`src/pkg/pms_params.svh`:
```
`ifndef PMS_PARAMS_SVH
`define PMS_PARAMS_SVH
`define PMS_CLK_NS      20
`define PMS_CYC_PER_US  (1000 / `PMS_CLK_NS)
`define PMS_T_START_MS  10
`define PMS_T_U1_00_US  1600
`define PMS_T_U1_01_US  5000
`define PMS_T_U1_10_US  25000
`define PMS_T_U1_11_US  125000
`define PMS_T_U4_00_US  500
`define PMS_T_U4_01_US  1500
`define PMS_T_U4_10_US  6500
`define PMS_T_U4_11_US  32000
`define PMS_T_S1N_BR_US 1500
`define PMS_T_S1N_FU_US 4500
`define PMS_T_S1L_BR_US 5500
`define PMS_T_S1L_FU_US 12000
`define PMS_T_S4N_BR_US 500
`define PMS_T_S4N_FU_US 1500
`define PMS_T_S4L_BR_US 1500
`define PMS_T_S4L_FU_US 4500
`define PMS_T_WAKE_LOW_US 8
`define PMS_WAKE_LOW_CYC (`PMS_T_WAKE_LOW_US * `PMS_CYC_PER_US)
`define PMS_SPC_00 8'hff
`define PMS_SPC_01 8'h7f
`define PMS_SPC_10 8'h1f
`define PMS_SPC_11 8'h0f
`define PMS_STAT_VALID 2'h0
`define PMS_STAT_STALE 2'h2
`define PMS_RATE_FAST  2'h0
`endif

```
`src/pkg/pms_pkg.sv`:
```
package pms_pkg;
   typedef enum logic [1:0] {st_startup, st_convert, st_pdown, st_sleep} pms_state_e;
   typedef struct packed {
      logic       sleep_mode;
      logic       clk_4m;
      logic       long_int;
      logic       two_wire;
      logic [1:0] rate;
   } pms_cfg_s;
   typedef struct packed {
      logic [1:0]  status;
      logic [13:0] bridge;
      logic [10:0] temp;
   } pms_packet_s;
   typedef logic [23:0] pms_tmr_t;
endpackage

```
`src/hdl/pms_sequencer.sv`:
```
`timescale 1ns/100ps
`include "pms_params.svh"
// Contract
// - wait ten milliseconds before any conversion
// - first corrected result follows start-up window
// - factory mode: periodic or host-commanded
// - fastest rate back to back, else power-down
// - after power-down: bridge, correct, write, sleep
// - special measurement every 255/127/31/15 cycles
// - update periods per rate and core clock
// - times typical; worst case is times 1.15
// - rate code 00 by default
// - special cycle longer by one conversion
// - fetch of valid output makes status stale
// - two-wire: interrupt rises on new valid data
// - low-power mode sleeps until a wake command
// - full wake measures all, bridge wake reuses
// - fetch reports valid, then stale once done
// - fetch during measurement returns stale status (done in low-power mode only)
// - normal-integration sleep response times
// - long-integration sleep response times
// - output invalid until first measurement written
// - packet: status, bridge, optional temperature
module pms_sequencer
   import pms_pkg::*;
#(
   parameter int unsigned START_CYC = `PMS_T_START_MS * 1000 * `PMS_CYC_PER_US,
   parameter int unsigned UPD1_CYC [4] = '{`PMS_T_U1_00_US * `PMS_CYC_PER_US, `PMS_T_U1_01_US * `PMS_CYC_PER_US,
                                         `PMS_T_U1_10_US * `PMS_CYC_PER_US, `PMS_T_U1_11_US * `PMS_CYC_PER_US},
   parameter int unsigned UPD4_CYC [4] = '{`PMS_T_U4_00_US * `PMS_CYC_PER_US, `PMS_T_U4_01_US * `PMS_CYC_PER_US,
                                         `PMS_T_U4_10_US * `PMS_CYC_PER_US, `PMS_T_U4_11_US * `PMS_CYC_PER_US},
   parameter int unsigned SLP_CYC [8]  = '{`PMS_T_S1N_BR_US * `PMS_CYC_PER_US, `PMS_T_S1N_FU_US * `PMS_CYC_PER_US,
                                         `PMS_T_S1L_BR_US * `PMS_CYC_PER_US, `PMS_T_S1L_FU_US * `PMS_CYC_PER_US,
                                         `PMS_T_S4N_BR_US * `PMS_CYC_PER_US, `PMS_T_S4N_FU_US * `PMS_CYC_PER_US,
                                         `PMS_T_S4L_BR_US * `PMS_CYC_PER_US, `PMS_T_S4L_FU_US * `PMS_CYC_PER_US}
) (
   // clock and reset
   input  wire logic                clock_in,
   input  wire logic                reset_in,
   // factory configuration
   input  wire pms_pkg::pms_cfg_s   cfg_in,
   // converter results
   input  wire logic [13:0]         bridge_code_in,
   input  wire logic [10:0]         temp_code_in,
   // two-wire commands from framing logic
   input  wire logic                wake_full_measure_read_in,
   input  wire logic                wake_bridge_only_write_in,
   input  wire logic                result_fetch_done_in,
   // spi pins
   input  wire logic                spi_clk_pin_in,
   input  wire logic                int_ss_pin_in,
   output logic                     int_ss_out,
   output logic                     int_ss_oe_out,
   // sequencer status
   output pms_pkg::pms_packet_s     result_packet_out,
   output logic                     result_write_out,
   output logic                     analog_on_out,
   output logic                     special_meas_out
);
   import pms_pkg::*;

   pms_state_e  state_r, state_nxt;
   pms_tmr_t    tmr_r, tmr_nxt;
   logic        special_r, special_nxt;
   logic [7:0]  spc_cnt_r, spc_cnt_nxt;
   logic [1:0]  status_r, status_nxt;
   logic [13:0] bridge_r;
   logic [10:0] temp_r;
   pms_packet_s pkt_r;
   logic        int_r;
   // pin synchronisers: bit 1 slave select, bit 0 spi clock
   logic [1:0]  sync1_r, sync2_r, sync3_r, pin_r, pin_d_r;
   logic [8:0]  ss_low_cnt_r;
   logic        sclk_seen_r;

   wire         tmr_done   = (tmr_r == '0);
   wire         upd_mode   = !cfg_in.sleep_mode;
   wire         cmd_ok     = (state_r != st_startup);
   wire         wr         = (state_r == st_convert) && tmr_done;
   wire         ss_rise    = pin_r[1] && !pin_d_r[1];
   wire         sclk_edge  = pin_r[0] != pin_d_r[0];
   wire         spi_mode   = !cfg_in.two_wire;
   wire         spi_fetch  = spi_mode && ss_rise && sclk_seen_r;
   wire         spi_wake   = spi_mode && ss_rise && !sclk_seen_r && (ss_low_cnt_r >= 9'(`PMS_WAKE_LOW_CYC));
   wire         wake_full  = cmd_ok && ((cfg_in.two_wire && wake_full_measure_read_in) || spi_wake);
   wire         wake_br    = cmd_ok && cfg_in.two_wire && wake_bridge_only_write_in;
   wire         fetch_done = cmd_ok && ((cfg_in.two_wire && result_fetch_done_in) || spi_fetch);
   wire [23:0]  conv_cyc   = cfg_in.clk_4m ? 24'(UPD4_CYC[0]) : 24'(UPD1_CYC[0]);
   wire [23:0]  period_cyc = cfg_in.clk_4m ? 24'(UPD4_CYC[cfg_in.rate]) : 24'(UPD1_CYC[cfg_in.rate]);
   wire [2:0]   slp_idx    = {cfg_in.clk_4m, cfg_in.long_int, wake_full};
   wire [23:0]  slp_len    = 24'(SLP_CYC[slp_idx]) - 24'h1;
   wire [23:0]  conv_len   = special_nxt ? (conv_cyc + conv_cyc - 24'h1) : (conv_cyc - 24'h1);
   wire [23:0]  pdown_len  = period_cyc - conv_cyc - 24'h1;
   wire [7:0]   spc_limit  = (cfg_in.rate == 2'h0) ? `PMS_SPC_00 :
                             (cfg_in.rate == 2'h1) ? `PMS_SPC_01 :
                             (cfg_in.rate == 2'h2) ? `PMS_SPC_10 : `PMS_SPC_11;
   // the write cycle itself is not busy, so the fresh result shows valid at once
   wire         sleep_busy = cfg_in.sleep_mode && (state_r == st_convert) && !wr;
   // bypass so the packet carries this write's codes, not the previous ones
   wire [13:0]  bridge_now = wr ? bridge_code_in : bridge_r;
   wire [10:0]  temp_now   = (wr && special_r) ? temp_code_in : temp_r;

   // special measurement scheduling; the first update cycle is always special
   always_comb begin
      special_nxt = special_r;
      spc_cnt_nxt = spc_cnt_r;
      if (upd_mode && wr) begin
         spc_cnt_nxt = special_r ? 8'h00 : spc_cnt_r + 8'h01;
         special_nxt = !special_r && (spc_cnt_r == spc_limit - 8'h01);
      end else if (state_r == st_sleep && (wake_full || wake_br)) begin
         special_nxt = wake_full;
      end
   end

   always_comb begin
      state_nxt = state_r;
      tmr_nxt   = tmr_done ? tmr_r : tmr_r - 24'h1;
      unique case (state_r)
         st_startup: begin
            if (tmr_done) begin
               if (cfg_in.sleep_mode) begin
                  state_nxt = st_sleep;
               end else begin
                  state_nxt = st_convert;
                  tmr_nxt   = conv_len;
               end
            end
         end
         st_convert: begin
            if (tmr_done) begin
               if (cfg_in.sleep_mode) begin
                  state_nxt = st_sleep;
               end else if (cfg_in.rate == `PMS_RATE_FAST) begin
                  tmr_nxt = conv_len;
               end else begin
                  state_nxt = st_pdown;
                  tmr_nxt   = pdown_len;
               end
            end
         end
         st_pdown: begin
            if (tmr_done) begin
               state_nxt = st_convert;
               tmr_nxt   = conv_len;
            end
         end
         st_sleep: begin
            if (wake_full || wake_br) begin
               state_nxt = st_convert;
               tmr_nxt   = slp_len;
            end
         end
      endcase
   end

   // a write in the same cycle as a fetch leaves the data valid
   assign status_nxt = wr ? `PMS_STAT_VALID : (fetch_done ? `PMS_STAT_STALE : status_r);

   always_ff @(posedge clock_in or posedge reset_in) begin
      if (reset_in) begin
         state_r   <= st_startup;
         tmr_r     <= 24'(START_CYC - 1);
         special_r <= 1'b1;
         spc_cnt_r <= 8'h00;
         status_r  <= `PMS_STAT_STALE;
      end else begin
         state_r   <= state_nxt;
         tmr_r     <= tmr_nxt;
         special_r <= special_nxt;
         spc_cnt_r <= spc_cnt_nxt;
         status_r  <= status_nxt;
      end
   end

   // temperature kept from the last full measurement
   always_ff @(posedge clock_in or posedge reset_in) begin
      if (reset_in) begin
         bridge_r <= 14'h0000;
         temp_r   <= 11'h000;
      end else if (wr) begin
         bridge_r <= bridge_code_in;
         if (special_r) begin
            temp_r <= temp_code_in;
         end
      end
   end

   always_ff @(posedge clock_in or posedge reset_in) begin
      if (reset_in) begin
         pkt_r <= '{status: `PMS_STAT_STALE, bridge: 14'h0000, temp: 11'h000};
         int_r <= 1'b0;
      end else begin
         pkt_r <= '{status: sleep_busy ? `PMS_STAT_STALE : status_nxt, bridge: bridge_now, temp: temp_now};
         int_r <= cfg_in.two_wire && (status_nxt == `PMS_STAT_VALID);
      end
   end

   // third stage filters the pins: a level is taken only once two samples in a row agree
   // reset to idle levels (select high, clock low) so no false edge follows
   always_ff @(posedge clock_in or posedge reset_in) begin
      if (reset_in) begin
         sync1_r <= 2'h2;
         sync2_r <= 2'h2;
         sync3_r <= 2'h2;
         pin_r   <= 2'h2;
         pin_d_r <= 2'h2;
      end else begin
         sync1_r <= {int_ss_pin_in, spi_clk_pin_in};
         sync2_r <= sync1_r;
         sync3_r <= sync2_r;
         pin_r   <= (sync2_r == sync3_r) ? sync3_r : pin_r;
         pin_d_r <= pin_r;
      end
   end

   always_ff @(posedge clock_in or posedge reset_in) begin
      if (reset_in) begin
         ss_low_cnt_r <= 9'h000;
         sclk_seen_r  <= 1'b0;
      end else if (pin_r[1]) begin
         ss_low_cnt_r <= 9'h000;
         sclk_seen_r  <= 1'b0;
      end else begin
         ss_low_cnt_r <= (ss_low_cnt_r == 9'h1ff) ? ss_low_cnt_r : ss_low_cnt_r + 9'h001;
         sclk_seen_r  <= sclk_seen_r || sclk_edge;
      end
   end

   assign result_packet_out = pkt_r;
   assign result_write_out  = wr;
   assign analog_on_out     = (state_r == st_convert);
   assign special_meas_out  = special_r;
   assign int_ss_out        = int_r;
   assign int_ss_oe_out     = cfg_in.two_wire;
endmodule

```
`config.mk`:
```
export PLATFORM = sky130hd
export DESIGN_NAME = pms_sequencer
export DESIGN_NICKNAME = d
export VERILOG_FILES = /design/src/pkg/pms_pkg.sv /design/src/hdl/pms_sequencer.sv
export VERILOG_INCLUDE_DIRS = /design/src /design/src/pkg
export SDC_FILE = /design/constraint.sdc
export NUM_CORES = 1
export LEC_CHECK = 0
export ABC_AREA = 1
export BUFFER_PORTS_ARGS = -buffer_cell sky130_fd_sc_hd__buf_2
export CAP_MARGIN = 20
export CORE_MARGIN = 5
export CORE_UTILIZATION = 48
export CTS_CLUSTER_SIZE = 25
export DETAILED_ROUTE_END_ITERATION = 7
export GPL_TIMING_DRIVEN = 0
export PLACE_DENSITY = 0.69
export SYNTH_ARGS = -nofsm -noshare
export SYNTH_HDL_FRONTEND = slang
export SYNTH_SLANG_ARGS = --single-unit
```
`constraint.sdc`:
```
create_clock -name clock_in -period 3.8 [get_ports clock_in]
set_clock_uncertainty 0.05 [all_clocks]
set_input_delay 0.19 -clock clock_in [delete_from_list [all_inputs] [get_ports clock_in]]
set_output_delay 0.19 -clock clock_in [all_outputs]
set_load 0.01 [all_outputs]
```
; ---- Word level (Yosys, flattened, before mapping)
; Memories as Yosys holds them, arrays and structs flattened.
; Index checks and enable logic that the tools add are counted.
[totals]
ff_bits = 96
mem_bits_ro = 256
input_bits = 38
out_inout_bits = 32
wordCells = 125
mem_count = 1
[memory_table]
columns = memory, words, word_bits, rd, rd_ports_with_merged_regs, write_ports, line
row1 = (name not given), 8, 32, 1, 0, 0, pms_sequencer.sv:91  ; wire [23:0] slp_len = 24'(SLP_CYC[slp_idx]) - 24'h1;
[classes]
addsub = 10
order_cmp = 3
n_eq_ne = 15
n_mux = 41
n_bitwise = 2
reduce_logical = 36
[ops]
columns = op, count
row1 = $mux 24, 16
row2 = $bmux 32 s2, 2
row3 = $pmux 24 s4, 1
row4 = $sub 24x1->24 const B, 3
row5 = $logic_not 24->1, 1
row6 = $sub 24x17->24, 1
row7 = $mux 2, 10
row8 = $logic_and 1x1->1, 19
row9 = $sub 18x1->19 const B, 1
row10 = $add 17x17->18, 1
row11 = $mux 9, 2
row12 = $sub 17x1->18 const B, 1
row13 = $mux 17, 1
row14 = $mux 8, 2
row15 = $mux 11, 1
row16 = $add 9x1->9 const B, 1
row17 = $eq 9x9->1 const B, 1
row18 = $ge 9x9->1 const B, 1
row19 = $add 8x1->8 const B, 1
row20 = $eq 8x8->1, 1
row21 = $pmux 2 s4, 1
row22 = $sub 8x1->8 const B, 1
row23 = $mux 7, 1
row24 = $eq 2x2->1 const B, 3
row25 = 18 further kinds, 34

; ---- Depth between registers and ports, before layout
[logic_depth]
word_depth = 16
mapped_depth = 17
ltp_nobuf = 17

; ---- Worst setup path after synthesis
; Ideal clock, no wire load.
[synth_path]
path_kind = reg2reg
startpoint = reg pin_r[1]
endpoint = reg tmr_r[11]
setup_time_ns = 0.124
arrival_ns = 2.618
t_required_ns = 3.626
path_slack_ns = 1.008
path_stages_with_launch = 15
n_path_buf = 0
period_less_slack_ns = 2.792
cell_sequence = dfstp_2 -> inv_1 -> nor2_1 -> nand4_1 -> nand2_2 -> inv_1 -> ha_1 -> o21ai_0 -> ha_1 -> inv_1 -> nor3_1 -> nand3_1 -> xor2_1 -> nand2_1 -> nand3_1
[synth_between]
elab_chain_cells = 15
elab_cells_between_ends = 24
cone_classes = add/sub: 1 / mux: 13 / bitwise: 1 / reduce/logical: 8 / memory: 1
[synth_lines]
columns = element, line
row1 = start: declaration, pms_sequencer.sv:72  ; logic [1:0] sync1_r, sync2_r, sync3_r, pin_r, pin_d_r;
row2 = start signal: assignment, pms_sequencer.sv:211  ; pin_r <= (sync2_r == sync3_r) ? sync3_r : pin_r;
row3 = $logic_and 1x1->1 *, pms_sequencer.sv:80  ; wire ss_rise = pin_r[1] && !pin_d_r[1];
row4 = $logic_and 1x1->1 * (3 in series), pms_sequencer.sv:84  ; wire spi_wake = spi_mode && ss_rise && !sclk_seen_r && (ss_low_cnt_r >= 9'(`PMS_WAKE_LOW_CYC));
row5 = $logic_or 1x1->1 *, pms_sequencer.sv:85  ; wire wake_full = cmd_ok && ((cfg_in.two_wire && wake_full_measure_read_in) || spi_wake);
row6 = $logic_and 1x1->1 *, pms_sequencer.sv:85
row7 = "parallel branches: the longest is 8 deep, another holds $mem_v2 8x32", -
row8 = $pmux 24 s4 *, pms_sequencer.sv:118  ; unique case (state_r)
row9 = net tmr_nxt[11], pms_sequencer.sv:63  ; pms_tmr_t tmr_r, tmr_nxt;
row10 = end signal: assignment, pms_sequencer.sv:162  ; tmr_r <= 24'(START_CYC - 1);
row11 = end signal: assignment, pms_sequencer.sv:168  ; tmr_r <= tmr_nxt;
row12 = end: declaration, pms_sequencer.sv:63
; Mark *: on every way through the listed nets, which the timed path passes. The select of a mux whose other input is x is not followed.
; A chain may end at the register's enable or synchronous reset.

; ---- Worst setup path in the final report
; Same ends and word-level chain as after synthesis.

==> results.json <==
{
  "path_clk_slew_ns": 0.07,
  "synth_edf_count": 0,
  "place_area_mm2": 0.006780,
  "ant_nets": 0,
  "holdPathEnd": "result_packet_out[10]",
  "cts_made_buffers": 9,
  "yosysWarnings": 0,
  "fp.dieW_um": 123.6,
  "grt-ovfl-total": 0,
  "fin_area_mm2": 0.007323,
  "fin_nets": 1018,
  "dieArea_mm2": 0.01528,
  "cpMostUsedCell": "inv_1",
  "clock_path_buffers": 2,
  "drv_cap": 0,
  "synth_top_area_cell": "dfrtp_1",
  "synth_top_area_share_pct": 31.10,
  "syn2layout_area_growth_pct": 18.22,
  "worstMarginPinSlew_ns": 0.5851,
  "cp_top_family": "simple AND/OR/NAND/NOR gates",
  "drtIter0Drc": 605,
  "max_freq_ghz": 0.2993,
  "syn_nets": 914,
  "cts_resized": 0,
  "clock-sinks": 96,
  "synthFlopType": "dfrtp_1",
  "vias_per_cell": 5.209,
  "yosysSeqAreaShare_pct": 39.16,
  "cp_data_arrival_time_ns": 3.53,
  "synth.distinct_cells": 46,
  "avgSynthCellArea_um2": 7.296,
  "fin_crit_ns": 3.341,
  "hold_path_depth": 3,
  "via_count": 5886,
  "fin_crit_sh_pct": 87.93,
  "pwr_density_cell_mw_per_mm2": 570.1,
  "gp_congestion": 0.9717,
  "cp-end-kind": "register",
  "hold_viol": 0,
  "maxSlewViolCount": 0,
  "grt_pass1_wl_um": 27660,
  "crit_required_ns": 3.98,
  "fin_cells": 1130,
  "outcome": "finished clean",
  "p_leak_uw": 0.003598,
  "drive_gt1_share_pct": 16.70,
  "yosys-top-cells-area": "dfrtp_1 (31%), nand2_1 (15%), dfstp_2 (8.1%)",
  "row_count": 41,
  "drt_wl_total_um": 16660,
  "portBuffers": 68,
  "firstDrtPassIters": 5,
  "wl_per_cell_um": 14.74,
  "syn_inst": 849,
  "ys_seq_elements": 96,
  "cts_max_level": 3,
  "grt.total_usage_pct": 23.13,
  "worstSetupStartpointType": "register",
  "slew_headroom_pct": 60.99,
  "core_mm2": 0.01262,
  "drt_drc_violations_left": 0,
  "timing.reg2reg.setup_slack_ns": 0.46,
  "tritoncts": "yes",
  "die_y_um": 123.6,
  "num_antenna_cells": 0,
  "rr_worst_depth": 14,
  "root_buffer": "clkbuf_16",
  "min-delay-start": "temp_code_in[10]",
  "top_level_ports": 70,
  "initial_utilization_pct": 49.09,
  "path_max_fanout": 6,
  "synthArstFlopShare_pct": 100.0,
  "grt_pass1_vias": 5660,
  "min_path_type": "in2reg",
  "r2r-start": "pin_r[1]",
  "path_class": "reg2reg",
  "setup_viol": 0,
  "crit_chain": "inv_1, nor2_1, nand4_1, nand2_2, inv_1, ha_1, o21ai_0, ha_1, inv_1, nor3_1, nand3_1, xor2_1, nand2_1, nand3_1",
  "grt_max_degree": 52,
  "antenna_found_initial": 0,
  "path_buf_inv": 3,
  "finalSetupTns_ns": 0,
  "rsz0062_at_grt": "no",
  "worst_path_largest_cell_delay_ns": 0.56,
  "fill_cells": 1209,
  "dp.cells": 1090,
  "vdd.ir_drop.worst_mv": 0.3314,
  "slowest_stage": "dfstp_2",
  "syn_area_mm2": 0.006195,
  "reg2reg_to": "tmr_r[11]",
  "clock_latency_ns": 0.35,
  "dp_hpwl_um": 12610
}
## power by group
group / internal, µW / switching (µW)
registers: 1290 / 188
logic: 609 / 1190
clock network: 464 / 434
total: 2370 / 1810
## cell usage after synthesis, types with 2 or more instances
cell / instances
nand4_1: 13
nor2_2: 3
xnor2_1: 7
nor2_4: 6
nand3_1: 57
a21boi_0: 2
xor2_1: 17
o2111ai_1: 2
dfstp_2: 19
inv_2: 9
nor2_8: 3
nor2_1: 98
or2_2: 6
o31ai_1: 6
o22ai_1: 2
nand2_4: 3
clkbuf_1: 3
inv_1: 85
o211ai_1: 8
buf_2: 8
nand3b_1: 2
dfrtp_1: 77
o21ai_1: 12
a21oi_1: 37
a31oi_1: 3
nand2_1: 250
ha_1: 27
o21ai_0: 45
buf_4: 3
nand2_2: 10
nor3_1: 11
## cell usage in the layout, fill, tap and decap left out, drive strengths merged, types with 17 or more instances in the layout
cell,count
dfstp,19
ha,27
o21ai,57
nand3,59
buf,80
nor2,110
nand2,263
dfrtp,77
xor2,17
inv,96
dlygate4sd3,24
a21oi,37
## sequential cells by signal (all words and copies together) (netlist names), 2 cells and up
register,cells
pin_d_r,2
sync1_r,2
ss_low_cnt_r,9
pin_r,2
spc_cnt_r,8
state_r,2
temp_r,11
sync2_r,2
tmr_r,24
sync3_r,2
result_packet_out,27
status_r,2
## how the worst max path moves through the flow
stage / slack, ns / end / start / depth (start not counted)
global placement: -0.08 / tmr_r[21] / reset_in / 2
CTS: 0.51 / tmr_r[11] / pin_r[1] / 14
floorplan: 1.01 / tmr_r[11] / pin_r[1] / 14
global route: 0.18 / tmr_r[11] / pin_r[1] / 14
finish: 0.46 / tmr_r[11] / pin_r[1] / 14
detailed placement: 0.54 / tmr_r[4] / tmr_r[0] / 17
## layout make-up
cell class	instances	area (µm²)	share of cell area, %
Timing Repair Buffer	93	608.1	8.303
Clock inverter	7	77.57	1.059
Inverter	94	355.3	4.852
Multi-Input combinational cell	644	3337	45.57
Sequential cell	96	2426	33.13
Buffer	15	78.83	1.076
Clock buffer	9	225.2	3.075
Tap cell	172	215.2	2.939
## metrics by stage
| step | hold slack, ns | worst slack, ns | util [%] | total power [µW] |
|---|---|---|---|---|
| finish | 0.004614 | 0.4586 | 58.03 | 4175 |
| global route | 0.003021 | 0.1834 | 58.03 | 4494 |
| CTS | 0.002576 | 0.5057 | 58.03 | 4178 |
| detailed placement | 0.2506 | 0.5424 | 53.73 | 3247 |
| global placement | 0.2460 | -0.08412 | 53.49 | 3224 |
| floorplan | 0.1445 | 1.008 | - | 2775 |
## tightest hold or removal path, delay by kind of cell
family | cells | cell delay, ns
buffers and inverters | 1 | 0.07
and+or+nand+nor | 2 | 0.10
## cells by family after synthesis
family	synth area share, %
AOI/OAI and AO/OA	11.41
DFF	39.16
xor gates and xnor gates	3.393
adders and majority gates	5.453
buffers and inverters	6.968
and+or+nand+nor	33.61
## per-layer routing
layer | share of wire [%] | vias to the layer above | global-route usage, %
li1 | - | 2942 | -
met1 | 44 | 2705 | 31.18
met2 | 45 | 199 | 35.69
met3 | 7.7 | 40 | 5.177
met4 | 3.2 | 0 | 10.38
met5 | 0 | - | 0
## what timing repair did
| item | in CTS | in global routing |
|---|---|---|
| hold buffers | 24 | 0 |
| buffers inserted | 0 | 0 |
| endpoints found under the hold margin | 74 | 0 |
Power figures use the tool's default switching activity.
